## src/hdl/cfps_regs.vh

```
/*
 * register offsets, field positions, reset values and codes for the
 * clock fail and power save controller.
 * assumes an apb slave with 32-bit data, one register per aligned word.
 */
`ifndef CFPS_REGS_VH
`define CFPS_REGS_VH

// apb byte addresses
`define CFPS_ADDR_W 12
`define CFPS_OFS_CLOCK_DIVISOR_REG 12'h000
`define CFPS_OFS_PMD 12'h004
`define CFPS_OFS_CFG 12'h008
`define CFPS_OFS_STAT 12'h00c

// clock divisor register fields
`define CFPS_DIV_ROI 15
`define CFPS_DIV_RATIO_HI 14
`define CFPS_DIV_RATIO_LO 12
`define CFPS_DIV_DOZE_ENABLE 11
`define CFPS_RATIO_RST 3'h0

// configuration register fields
`define CFPS_CFG_CKSW 0
`define CFPS_CFG_WDTEN 1
`define CFPS_CFG_PLL 2
`define CFPS_CFG_NOSC_HI 6
`define CFPS_CFG_NOSC_LO 4
`define CFPS_CKSW_RST 1'h1

// status register fields
`define CFPS_ST_FAIL 0
`define CFPS_ST_FAIL_SAFE_CLOCK_MONITOR 1
`define CFPS_ST_COSC_HI 6
`define CFPS_ST_COSC_LO 4
`define CFPS_ST_STATE_HI 10
`define CFPS_ST_STATE_LO 8

// oscillator codes
`define CFPS_OSC_FRC 3'h0
`define CFPS_OSC_RST 3'h0

// peripheral disable bits
`define CFPS_NPER 16
`define CFPS_PER_PRESENT 16'h1fab
`define CFPS_PER_EXTCLK 16'h0003

// wake delay before the cpu clock returns, within 2 to 4 cycles
`define CFPS_WAKE_CYC 2'h2
`define CFPS_PSEL_SLEEP 1'h0

`endif

```

## src/hdl/cfps_ctrl.v

```verilog
/*
 * clock fail monitor and power save controller: fail-safe switch to the
 * fast rc oscillator, sleep and idle entry and wake, doze divider for the
 * cpu clock enable and per-peripheral clock gating, with an apb slave.
 * assumes the cpu pulses the power save instruction input, and that
 * interrupt, watchdog time-out and oscillator fail inputs are synchronous.
 */
// Added by the designer: the register offsets and the APB register port.
// Function
// - monitor enabled keeps low power rc running except in sleep, watchdog cannot stop.
// - active oscillator failure raises trap and switches system clock to fast rc.
// - pll factor in use at failure stays applied to the fast rc clock.
// - sleep or idle entered only by power save instruction; operand picks mode.
// - sleep shuts down the system clock source and its oscillator.
// - clock fail monitor is inactive during sleep.
// - low power rc keeps running in sleep when watchdog enabled.
// - watchdog cleared automatically on entering sleep and on entering idle. here only while the watchdog enable bit is set.
// - sleep disables system clocked peripherals; externally clocked ones keep going.
// - wake from sleep or idle on enabled interrupt, reset or watchdog time-out.
// - wake from sleep resumes with the same system clock source.
// - idle stops cpu execution, system clock and peripherals keep running.
// - in idle low power rc runs if watchdog or monitor enabled.
// - idle wake reapplies cpu clock, execution resumes 2 to 4 cycles later.
// - interrupt during power save instruction deferred until entry completes, then wakes.
// - doze slows only cpu clock; system and peripheral clocks unchanged, synchronous.
// - doze enable bit 11 of clock divisor activates reduced cpu clock.
// - ratio field bits 14:12 picks 1:1 to 1:128, default 1:1.
// - return on interrupt bit 15 set restores full speed on interrupt.
// - disable bit stops module clocks; its register access is blocked. here only the module clock enable is gated.
// - module enabled only if present and disable bit clear; default clear.
// - disable bit change takes effect one instruction cycle after write.
// - clock switch config bit at one disables switching and monitor, default.
`timescale 1ns/10ps
`include "cfps_regs.vh"

module cfps_ctrl (
    input wire i_sys_clk,
    input wire i_rstn,
    // apb slave
    input wire i_psel,
    input wire i_penable,
    input wire i_pwrite,
    input wire [`CFPS_ADDR_W-1:0] i_paddr,
    input wire [31:0] i_pwdata,
    output wire o_pready,
    output wire [31:0] o_prdata,
    output wire o_pslverr,
    // cpu side
    input wire i_power_save_instr_exec,
    input wire i_power_save_instr_mode,
    input wire i_irq_pending,
    input wire i_wdt_timeout,
    input wire i_osc_fail,
    output wire o_cpu_clk_en,
    output wire o_wdt_clear,
    output wire o_clk_fail_trap,
    // clock sources
    output wire o_sys_osc_en,
    output wire [2:0] o_sys_clk_sel,
    output wire o_pll_en,
    output wire o_low_power_rc_osc_en,
    output wire o_fail_safe_clock_monitor_active,
    // peripheral clock gates
    output wire [`CFPS_NPER-1:0] o_periph_clk_en
);

// power save sequencer states, binary coded
localparam ST_RUN = 3'h0;
localparam ST_ENTER = 3'h1;
localparam ST_SLEEP = 3'h2;
localparam ST_IDLE = 3'h3;
localparam ST_WAKE = 3'h4;

////////////////////////////////////////////////////////////////////////
// registers

// apb answer
reg pready_ff;
reg [31:0] prdata_ff;
reg pslverr_ff;
// software visible control bits
reg roi_ff;
reg [2:0] ratio_ff;
reg doze_enable_ff;
reg [`CFPS_NPER-1:0] peripheral_disable_bits_ff;
reg clock_switch_cfg_bit_ff;
reg wdt_en_ff;
reg pll_ff;
reg [2:0] next_osc_select_ff;
reg [2:0] cur_osc_ff;
reg fail_ff;
// sequencer, divider and registered outputs
reg [2:0] state_ff;
reg [2:0] nxt_state;
reg sel_mode_ff;
reg [1:0] wake_cnt_ff;
reg [6:0] doze_cnt_ff;
reg cpu_clk_en_ff;
reg wdt_clear_ff;
reg trap_ff;
reg sys_osc_en_ff;
reg low_power_rc_osc_en_ff;
reg fail_safe_clock_monitor_active_ff;
reg [`CFPS_NPER-1:0] periph_clk_en_ff;

// decode and next-value helpers
wire fail_safe_clock_monitor_en;
wire apb_wr;
wire apb_rd;
wire hit_div;
wire hit_pmd;
wire hit_cfg;
wire hit_stat;
wire hit_any;
wire fail_evt;
wire wake_evt;
wire [6:0] doze_top;
wire doze_tick;
wire [`CFPS_NPER-1:0] enabled_per;
wire [`CFPS_NPER-1:0] nxt_periph;
wire [`CFPS_NPER-1:0] ext_per;

// monitor and switching run only with the config bit programmed low
assign fail_safe_clock_monitor_en = ~clock_switch_cfg_bit_ff;
// failures count only while the monitor shows active, so the trap and
// the active flag never disagree for a cycle after a config write
assign fail_evt = fail_safe_clock_monitor_active_ff & i_osc_fail;
assign wake_evt = i_irq_pending | i_wdt_timeout;

////////////////////////////////////////////////////////////////////////
// apb slave: one wait cycle, answer registered

assign apb_wr = i_psel & i_penable & pready_ff & i_pwrite;
assign apb_rd = i_psel & ~i_penable & ~i_pwrite;
assign hit_div = (i_paddr == `CFPS_OFS_CLOCK_DIVISOR_REG);
assign hit_pmd = (i_paddr == `CFPS_OFS_PMD);
assign hit_cfg = (i_paddr == `CFPS_OFS_CFG);
assign hit_stat = (i_paddr == `CFPS_OFS_STAT);
assign hit_any = hit_div | hit_pmd | hit_cfg | hit_stat;

// pready rises in the second access cycle, then drops
always @(posedge i_sys_clk or negedge i_rstn) begin
    if (!i_rstn) begin
        pready_ff <= 1'b0;
        pslverr_ff <= 1'b0;
    end else begin
        pready_ff <= i_psel & i_penable & ~pready_ff;
        pslverr_ff <= i_psel & i_penable & ~pready_ff & ~hit_any;
    end
end

// read data captured in setup, stable through the access phase
always @(posedge i_sys_clk or negedge i_rstn) begin
    if (!i_rstn) begin
        prdata_ff <= 32'h0;
    end else if (apb_rd) begin
        if (hit_div) begin
            prdata_ff <= {16'h0, roi_ff, ratio_ff, doze_enable_ff, 11'h0};
        end else if (hit_pmd) begin
            prdata_ff <= {16'h0, peripheral_disable_bits_ff};
        end else if (hit_cfg) begin
            prdata_ff <= {25'h0, next_osc_select_ff, 1'b0, pll_ff,
                          wdt_en_ff, clock_switch_cfg_bit_ff};
        end else if (hit_stat) begin
            prdata_ff <= {21'h0, state_ff, 1'b0, cur_osc_ff, 2'h0,
                          fail_safe_clock_monitor_active_ff, fail_ff};
        end else begin
            // unmapped offsets read as zero, pslverr flags them
            prdata_ff <= 32'h0;
        end
    end
end

////////////////////////////////////////////////////////////////////////
// clock divisor register; hardware clear of doze on interrupt loses
// against a software write in the same cycle

always @(posedge i_sys_clk or negedge i_rstn) begin
    if (!i_rstn) begin
        roi_ff <= 1'b0;
        ratio_ff <= `CFPS_RATIO_RST;
        doze_enable_ff <= 1'b0;
    end else if (apb_wr && hit_div) begin
        roi_ff <= i_pwdata[`CFPS_DIV_ROI];
        ratio_ff <= i_pwdata[`CFPS_DIV_RATIO_HI:`CFPS_DIV_RATIO_LO];
        doze_enable_ff <= i_pwdata[`CFPS_DIV_DOZE_ENABLE];
    end else if (roi_ff && i_irq_pending) begin
        doze_enable_ff <= 1'b0;
    end
end

// peripheral disable bits, reset clear
always @(posedge i_sys_clk or negedge i_rstn) begin
    if (!i_rstn) begin
        peripheral_disable_bits_ff <= {`CFPS_NPER{1'b0}};
    end else if (apb_wr && hit_pmd) begin
        peripheral_disable_bits_ff <= i_pwdata[`CFPS_NPER-1:0];
    end
end

// configuration: switch disable bit, watchdog enable, pll, next source
always @(posedge i_sys_clk or negedge i_rstn) begin
    if (!i_rstn) begin
        clock_switch_cfg_bit_ff <= `CFPS_CKSW_RST;
        wdt_en_ff <= 1'b0;
        pll_ff <= 1'b0;
        next_osc_select_ff <= `CFPS_OSC_RST;
    end else if (apb_wr && hit_cfg) begin
        clock_switch_cfg_bit_ff <= i_pwdata[`CFPS_CFG_CKSW];
        wdt_en_ff <= i_pwdata[`CFPS_CFG_WDTEN];
        pll_ff <= i_pwdata[`CFPS_CFG_PLL];
        next_osc_select_ff <= i_pwdata[`CFPS_CFG_NOSC_HI:`CFPS_CFG_NOSC_LO];
    end
end

////////////////////////////////////////////////////////////////////////
// active source; failure forces fast rc and keeps the pll factor

always @(posedge i_sys_clk or negedge i_rstn) begin
    if (!i_rstn) begin
        cur_osc_ff <= `CFPS_OSC_RST;
        fail_ff <= 1'b0;
        trap_ff <= 1'b0;
    end else begin
        trap_ff <= fail_evt;
        if (fail_evt) begin
            cur_osc_ff <= `CFPS_OSC_FRC;
        end else if (fail_safe_clock_monitor_en && !fail_ff && (state_ff == ST_RUN)) begin
            // switching only when enabled; sleep leaves it untouched.
            // after a failure the fast rc stays in use until software
            // clears the fail flag, else the dead source would come
            // straight back on the next cycle
            cur_osc_ff <= next_osc_select_ff;
        end
        // sticky fail flag, set wins over a write-one clear
        if (fail_evt) begin
            fail_ff <= 1'b1;
        end else if (apb_wr && hit_stat && i_pwdata[`CFPS_ST_FAIL]) begin
            fail_ff <= 1'b0;
        end
    end
end

////////////////////////////////////////////////////////////////////////
// power save sequencer

always @* begin
    nxt_state = state_ff;
    case (state_ff)
        ST_RUN: begin
            if (i_power_save_instr_exec) begin
                nxt_state = ST_ENTER;
            end
        end
        ST_ENTER: begin
            // interrupts here wait until the mode is reached
            if (sel_mode_ff == `CFPS_PSEL_SLEEP) begin
                nxt_state = ST_SLEEP;
            end else begin
                nxt_state = ST_IDLE;
            end
        end
        ST_SLEEP: begin
            if (wake_evt) begin
                nxt_state = ST_WAKE;
            end
        end
        ST_IDLE: begin
            if (wake_evt) begin
                nxt_state = ST_WAKE;
            end
        end
        ST_WAKE: begin
            if (wake_cnt_ff == `CFPS_WAKE_CYC) begin
                nxt_state = ST_RUN;
            end
        end
        default: begin
            nxt_state = ST_RUN;
        end
    endcase
end

always @(posedge i_sys_clk or negedge i_rstn) begin
    if (!i_rstn) begin
        state_ff <= ST_RUN;
        sel_mode_ff <= 1'b0;
        wake_cnt_ff <= 2'h0;
        wdt_clear_ff <= 1'b0;
    end else begin
        state_ff <= nxt_state;
        if (state_ff == ST_RUN && i_power_save_instr_exec) begin
            sel_mode_ff <= i_power_save_instr_mode;
        end
        // counts the cycles spent waking; cleared in every other state
        if (state_ff == ST_WAKE) begin
            wake_cnt_ff <= wake_cnt_ff + 2'h1;
        end else begin
            wake_cnt_ff <= 2'h0;
        end
        // one pulse on entry to either mode, only while the watchdog is enabled
        wdt_clear_ff <= (state_ff == ST_ENTER) & wdt_en_ff;
    end
end

////////////////////////////////////////////////////////////////////////
// doze divider: free counter gives one enable per selected ratio

// last count of each period: ratio n gives 2^n cycles, so 0 ticks
// every cycle and the widest ratio lands on the full counter
assign doze_top = 7'h7f >> (3'h7 - ratio_ff);
assign doze_tick = ~doze_enable_ff | (doze_cnt_ff == doze_top);

always @(posedge i_sys_clk or negedge i_rstn) begin
    if (!i_rstn) begin
        doze_cnt_ff <= 7'h0;
    end else if (doze_tick) begin
        doze_cnt_ff <= 7'h0;
    end else begin
        doze_cnt_ff <= doze_cnt_ff + 7'h1;
    end
end

////////////////////////////////////////////////////////////////////////
// clock enables; all registered so the gates see no glitches

assign enabled_per = `CFPS_PER_PRESENT & ~peripheral_disable_bits_ff;
// the external clock mask as a net, so each bit is a plain one-bit select
assign ext_per = `CFPS_PER_EXTCLK;

genvar gi;
generate
    for (gi = 0; gi < `CFPS_NPER; gi = gi + 1) begin : g_per
        // in sleep only externally clocked modules survive
        assign nxt_periph[gi] = enabled_per[gi] &
            ((nxt_state != ST_SLEEP) | ext_per[gi]);
    end
endgenerate

always @(posedge i_sys_clk or negedge i_rstn) begin
    if (!i_rstn) begin
        cpu_clk_en_ff <= 1'b1;
        sys_osc_en_ff <= 1'b1;
        low_power_rc_osc_en_ff <= 1'b0;
        fail_safe_clock_monitor_active_ff <= 1'b0;
        periph_clk_en_ff <= `CFPS_PER_PRESENT;
    end else begin
        // cpu stops in all modes, dozes in run
        cpu_clk_en_ff <= (nxt_state == ST_RUN) & doze_tick;
        sys_osc_en_ff <= (nxt_state != ST_SLEEP);
        low_power_rc_osc_en_ff <= wdt_en_ff |
                      (fail_safe_clock_monitor_en & (nxt_state != ST_SLEEP));
        fail_safe_clock_monitor_active_ff <= fail_safe_clock_monitor_en & (nxt_state != ST_SLEEP);
        periph_clk_en_ff <= nxt_periph;
    end
end

////////////////////////////////////////////////////////////////////////
// outputs, each straight from its flip-flop so nothing downstream
// sees a decode glitch

assign o_pready = pready_ff;
assign o_prdata = prdata_ff;
assign o_pslverr = pslverr_ff;
assign o_cpu_clk_en = cpu_clk_en_ff;
assign o_wdt_clear = wdt_clear_ff;
assign o_clk_fail_trap = trap_ff;
assign o_sys_osc_en = sys_osc_en_ff;
assign o_sys_clk_sel = cur_osc_ff;
assign o_pll_en = pll_ff;
assign o_low_power_rc_osc_en = low_power_rc_osc_en_ff;
assign o_fail_safe_clock_monitor_active = fail_safe_clock_monitor_active_ff;
assign o_periph_clk_en = periph_clk_en_ff;

endmodule

```

## config.mk

```make
export PLATFORM = sky130hd
export DESIGN_NAME = cfps_ctrl
export DESIGN_NICKNAME = d
export VERILOG_FILES = /design/src/hdl/cfps_ctrl.v
export VERILOG_INCLUDE_DIRS = /design/src /design/src/hdl
export SDC_FILE = /design/constraint.sdc
export NUM_CORES = 1
export LEC_CHECK = 0
export ABC_CLOCK_PERIOD_IN_PS = 3500
export BUFFER_PORTS_ARGS = -buffer_cell sky130_fd_sc_hd__buf_2
export CORE_ASPECT_RATIO = 0.6
export CORE_MARGIN = 10
export CORE_UTILIZATION = 40
export DETAILED_ROUTE_END_ITERATION = 10
export GPL_ROUTABILITY_DRIVEN = 0
export GPL_TIMING_DRIVEN = 0
export SKIP_LAST_GASP = 1
export SLEW_MARGIN = 20
export SYNTH_ARGS = -nofsm -noshare
export SYNTH_HDL_FRONTEND = slang
export SYNTH_SLANG_ARGS = --single-unit
```

## constraint.sdc

```tcl
create_clock -name i_sys_clk -period 3.5 [get_ports i_sys_clk]
set_input_delay 0.175 -clock i_sys_clk [delete_from_list [all_inputs] [get_ports i_sys_clk]]
set_output_delay 0.175 -clock i_sys_clk [all_outputs]
set_load 0.01 [all_outputs]
```

## Word level (Yosys, flattened, before mapping)

Cells that the tools add are included.

- Bits in registers: 94
- Bits in latches: 0
- RAM bits: 0
- ROM bits: 0
- Input port bits: 54
- Output and inout bits: 60
- Logic and storage cells: 104
- Memories kept: 0

- Add/subtract/negate cells: 3
- Multipliers: 0
- Div/mod/pow operators: 0
- Order comparisons: 0
- Equal/unequal tests: 10
- Shift operators: 1
- Mux-type cells: 17
- Bitwise operators: 32
- Reduce and logical (&&, ||, !) cells: 17

Operator list:

| cell | number |
|---|---|
| $mux 32 | 3 |
| $eq 12x4->1 const B | 2 |
| $and 1x1->1 | 19 |
| $mux 3 | 5 |
| $not 13->13 | 1 |
| $eq 12x3->1 const B | 1 |
| $logic_not 12->1 | 1 |
| $pmux 3 s4 | 1 |
| $mux 11 | 1 |
| $logic_and 1x1->1 | 9 |
| $add 7x1->7 const B | 1 |
| $eq 7x7->1 | 1 |
| $mux 7 | 1 |
| $shr 7x3->7 const A | 1 |
| $eq 3x2->1 const B | 2 |
| $logic_not 3->1 | 2 |
| $not 1->1 | 6 |
| $or 1x1->1 | 6 |
| $reduce_bool 2->1 | 3 |
| $mux 1 | 5 |
| $eq 3x1->1 const B | 1 |
| $eq 3x3->1 const B | 1 |
| $ne 3x2->1 const B | 1 |
| $sub 3x3->3 const A | 1 |
| other kinds (5) | 5 |

## Depth between registers and ports, before layout

- Depth after elaboration: 7
- Gate-level depth with buffers: 7
- Depth with buffers taken out: 5

## Worst setup path after synthesis

OpenSTA, ideal clock, no wires.

- Path type: input-to-reg
- From: input i_paddr[5]
- To: register peripheral_disable_bits_ff[10]
- Setup time: 0.125 ns
- Arrival time: 2.072 ns
- Data required time: 3.375 ns
- Path slack: 1.303 ns
- Cell stages on the path: 7
- Buffers on the path: 3
- Cells stage by stage: or4_1 > buf_2 > or4_4 > buf_6 > nor2_8 > buf_12 > mux2_4

- Cells in the longest elaborated chain, start to end: 2

Ends and longest elaborated chain:

| item | line | source |
|---|---|---|
| start: declaration | cfps_ctrl.v:43 | `` input wire [`CFPS_ADDR_W-1:0] i_paddr, `` |
| $eq 12x3->1 (no line) | -- |  |
| $logic_and 1x1->1 | cfps_ctrl.v:196 | `end else if (apb_wr && hit_pmd) begin` |
| end signal: assignment | cfps_ctrl.v:195 | `` peripheral_disable_bits_ff <= {`CFPS_NPER{1'b0}}; `` |
| end signal: assignment | cfps_ctrl.v:197 | `` peripheral_disable_bits_ff <= i_pwdata[`CFPS_NPER-1:0]; `` |
| end: declaration | cfps_ctrl.v:85 | `` reg [`CFPS_NPER-1:0] peripheral_disable_bits_ff; `` |

No other way between the ends.
A chain may end at the register's enable or synchronous reset.

## Worst setup path after layout

- From: register state_ff[0]
- To: register low_power_rc_osc_en_ff, in the netlist o_low_power_rc_osc_en

- Cells in the longest elaborated chain, start to end: 6
- Elaborated cells between the ends (all ways): 13
- Those cells by class: eq/ne: 5; mux: 4; bitwise: 2; reduce/logical: 2

Ends and longest elaborated chain:

| item | line | source |
|---|---|---|
| start: declaration | cfps_ctrl.v:93 | `reg [2:0] state_ff;` |
| start signal: assignment | cfps_ctrl.v:291 | `state_ff <= nxt_state;` |
| $eq 3x2->1 | cfps_ctrl.v:249 | `case (state_ff)` |
| $reduce_or 2->1 (no line) | -- |  |
| $pmux 3 s4 * | cfps_ctrl.v:249 |  |
| $ne 3x2->1 * | cfps_ctrl.v:352 | `(fail_safe_clock_monitor_en & (nxt_state != ST_SLEEP));` |
| $and 1x1->1 * | cfps_ctrl.v:352 |  |
| $or 1x1->1 * | cfps_ctrl.v:351 | `low_power_rc_osc_en_ff <= wdt_en_ff \|` |
| end signal: assignment | cfps_ctrl.v:351 |  |
| end: declaration | cfps_ctrl.v:102 | `reg low_power_rc_osc_en_ff;` |

Mark *: on every way between the ends. The rest lies on a longest branch, timed or not.

==> results.json <==
{
  "hp-start": "i_pwdata[3]",
  "power_frac_clock_pct": 36.7,
  "most-common-layout-cells": "75 x buf_2, 65 x dfrtp_1, 29 x nand2_1, 29 x nand3_1, 25 x nor2_1",
  "die_h_um": 94.1,
  "grt_use_total_pct": 14.9,
  "seqPwrFrac_pct": 46.8,
  "combPwrFrac_pct": 16.6,
  "cp.arrival_ns": 2.77,
  "synth_top_area_share_pct": 44.4,
  "port_buffers": 74,
  "fin_area_um2": 4560,
  "required_ns": 3.72,
  "netSwitchingPower_uw": 621,
  "max_freq_ghz": 0.392,
  "hold_end": "peripheral_disable_bits_ff[3]$_DFFE_PN0P_",
  "cts_buffers": 9,
  "avgSynthCellArea_um2": 11.0,
  "area_growth_pct": 24.3,
  "final_common_cell": "buf_2",
  "vias": 2829,
  "synthTopCellsByArea": "dfrtp_1 44%, dfstp_2 9.3%, mux2_2 5.5%, buf_4 4.5%, nand3_1 4.0%",
  "drtPass1Iterations": 4,
  "drtIter0Drc": 164,
  "cts_sinks": 78,
  "start_kind": "flop",
  "wl_per_cell_um": 17.6,
  "grt-ovfl-total": 0,
  "cts_resized": 0,
  "drcViolationCount": 0,
  "dp_hpwl_um": 7350,
  "hold_depth": 2,
  "die_x_um": 144,
  "r2r_slack_ns": 0.95,
  "end_kind": "flop",
  "drive_gt1_share_pct": 36.4,
  "synthCells": 332,
  "drt-total-wl_um": 9820,
  "tritoncts": "built",
  "fp.dieArea_um2": 13500,
  "finalMaxSlewViolations": 0,
  "path_class": "flop to flop",
  "status": "finished clean",
  "grt_antenna_before_repair": 0,
  "grt_start_max_net_pins": 53,
  "clk_path_buf_depth": 2,
  "grt_pass1_wl_um": 15700,
  "fin_skew_ns": 0.00472,
  "io_pins": 114,
  "setup_viol": 0,
  "vdd.ir_drop.worst_v": 0.000274,
  "nFillCells": 782,
  "insertion_delay_ns": 0.34,
  "grt_pass1_vias": 2926,
  "final_core_util_pct": 52.3,
  "avgViaCountPerCell": 5.08,
  "ys_seq_area_share_pct": 53.7,
  "whs_ns": 0.0682,
  "placed_area_um2": 4280,
  "syn_area_um2": 3660,
  "switching_share_pct": 26.9,
  "hp-class": "input port to flop",
  "ff2ff_path_depth": 4,
  "multi_input_area_um2": 1500,
  "r2r_end": "o_low_power_rc_osc_en$_DFF_PN0_",
  "slew_headroom_pct": 30.6,
  "finalHoldViolCount": 0,
  "synth_edf_count": 0,
  "async_reset_ff_share_pct": 100,
  "r2r-start": "state_ff[0]$_DFF_PN0_",
  "clk_pin_slew_ns": 0.06,
  "synth_area_leader_cell": "dfrtp_1",
  "power.density_nw_per_um2": 506,
  "synth_warnings": 0,
  "finalSetupTns_ns": 0,
  "regArea_um2": 1970,
  "crit_fanout": 10,
  "start_util_pct": 42.0,
  "ant_nets": 0,
  "finalCriticalPeriod_ns": 2.55,
  "post-route-period-util_pct": 73.0,
  "worstMarginPinSlew_ns": 1.03,
  "rsz0062_at_grt": "false",
  "synth.ff_latch_count": 78,
  "synth_ff_type": "dfrtp_1",
  "fin_nets": 496,
  "synth_cell_type_count": 51,
  "leakage_nw": 2.24,
  "core_um2": 8720,
  "power.internal_mw": 1.68,
  "root_buffer": "clkbuf_16",
  "rows": 26,
  "max_cap_violations": 0,
  "diodes": 0,
  "cts-htree-levels": 3
}
[through the flow]
| stage | total power, mW | std cells | setup slack [ns] |
|---|---|---|---|
| after CTS | 2.33 | 557 | 0.906 |
| after floorplan | 1.30 | 353 | 1.30 |
| after global routing | 2.44 | 557 | 0.799 |
| final | 2.31 | 557 | 0.947 |
| after global placement | 1.46 | 539 | 0.951 |
| after detailed placement | 1.48 | 540 | 0.945 |
[layer usage]
layer	routed length [um]	track usage, %	part of all wire [%]	up-vias
met5	0	0	0	-
met4	108	4.91	1.1	0
met3	1030	6.06	10	10
met2	3980	20.9	41	113
met1	4700	20.3	48	1348
li1	-	-	-	1358
[worst max path at each step]
| stage | from | end | slack [ns] |
|---|---|---|---|
| after floorplan | i_paddr[5] | peripheral_disable_bits_ff[10]$_DFFE_PN0P_ | 1.30 |
| after global placement | state_ff[0]$_DFF_PN0_ | o_low_power_rc_osc_en$_DFF_PN0_ | 0.95 |
| after detailed placement | state_ff[0]$_DFF_PN0_ | o_low_power_rc_osc_en$_DFF_PN0_ | 0.94 |
| after CTS | state_ff[0]$_DFF_PN0_ | o_low_power_rc_osc_en$_DFF_PN0_ | 0.91 |
| after global routing | state_ff[0]$_DFF_PN0_ | o_low_power_rc_osc_en$_DFF_PN0_ | 0.80 |
| final | state_ff[0]$_DFF_PN0_ | o_low_power_rc_osc_en$_DFF_PN0_ | 0.95 |
[registers in the layout, summed over array words and instances, names as in the netlist, 2 cells and up]
signal,cells
next_osc_select_ff,3
state_ff,3
peripheral_disable_bits_ff,16
o_prdata,16
o_sys_clk_sel,3
wake_cnt_ff,2
ratio_ff,3
o_periph_clk_en,10
doze_cnt_ff,7
[timing repair]
action,CTS,global route
buffers inserted,0,0
hold buffers,1,0
hold endpoints to repair,23,0
[critical path, stage by stage, from the launching register on]
cell and delay (ns):
dfrtp_1 0.47, or4b_2 0.69, a21oi_1 0.82, nor2_1 0.13, or2_2 0.33
[cell usage after synthesis, types with 4 or more instances]
master,number
and3_1,4
a21o_1,6
nor4_1,4
o21ai_0,14
o221ai_1,6
dfrtp_1,65
a21oi_1,6
clkbuf_1,13
nand2_1,29
nor2_1,25
nand3_1,29
dfstp_2,13
nand2b_1,4
mux2_4,8
mux2_2,18
buf_4,22
inv_1,5
a311oi_1,6
[final cells by class]
| cell class | instances | area share, % |
|---|---|---|
| plain buffers | 39 | 5.60 |
| clock buffers | 15 | 5.66 |
| clock inverters | 1 | 0.110 |
| inverters | 5 | 0.412 |
| multi-input cells | 231 | 32.9 |
| flip-flops and latches | 78 | 43.2 |
| well taps | 112 | 3.08 |
| repair buffers | 76 | 9.01 |
[power by group through the flow]
stage / Clock [mW] / Sequential [mW] / Combinational [mW]
3_3_place_gp: 0 / 1.09 / 0.374
4_1_cts: 0.862 / 1.08 / 0.388
3_5_place_dp: 0 / 1.09 / 0.384
6_report: 0.846 / 1.08 / 0.382
5_1_grt: 0.921 / 1.09 / 0.425
2_1_floorplan: 0 / 1.12 / 0.181
[kinds of logic (layout without fill, tap and decap cells)]
logic type	after synthesis	after routing	share of synthesized area, %
AOI/OAI and AO/OA	51	51	9.53
xor gates and xnor gates	6	6	1.43
and+or+nand+nor	121	121	17.4
adders and majority gates	2	2	0.683
muxes	29	29	9.63
DFF	78	78	53.7
other	1	22	0.102
buffers and inverters	44	136	7.48
(Power assumes the default switching activity.)
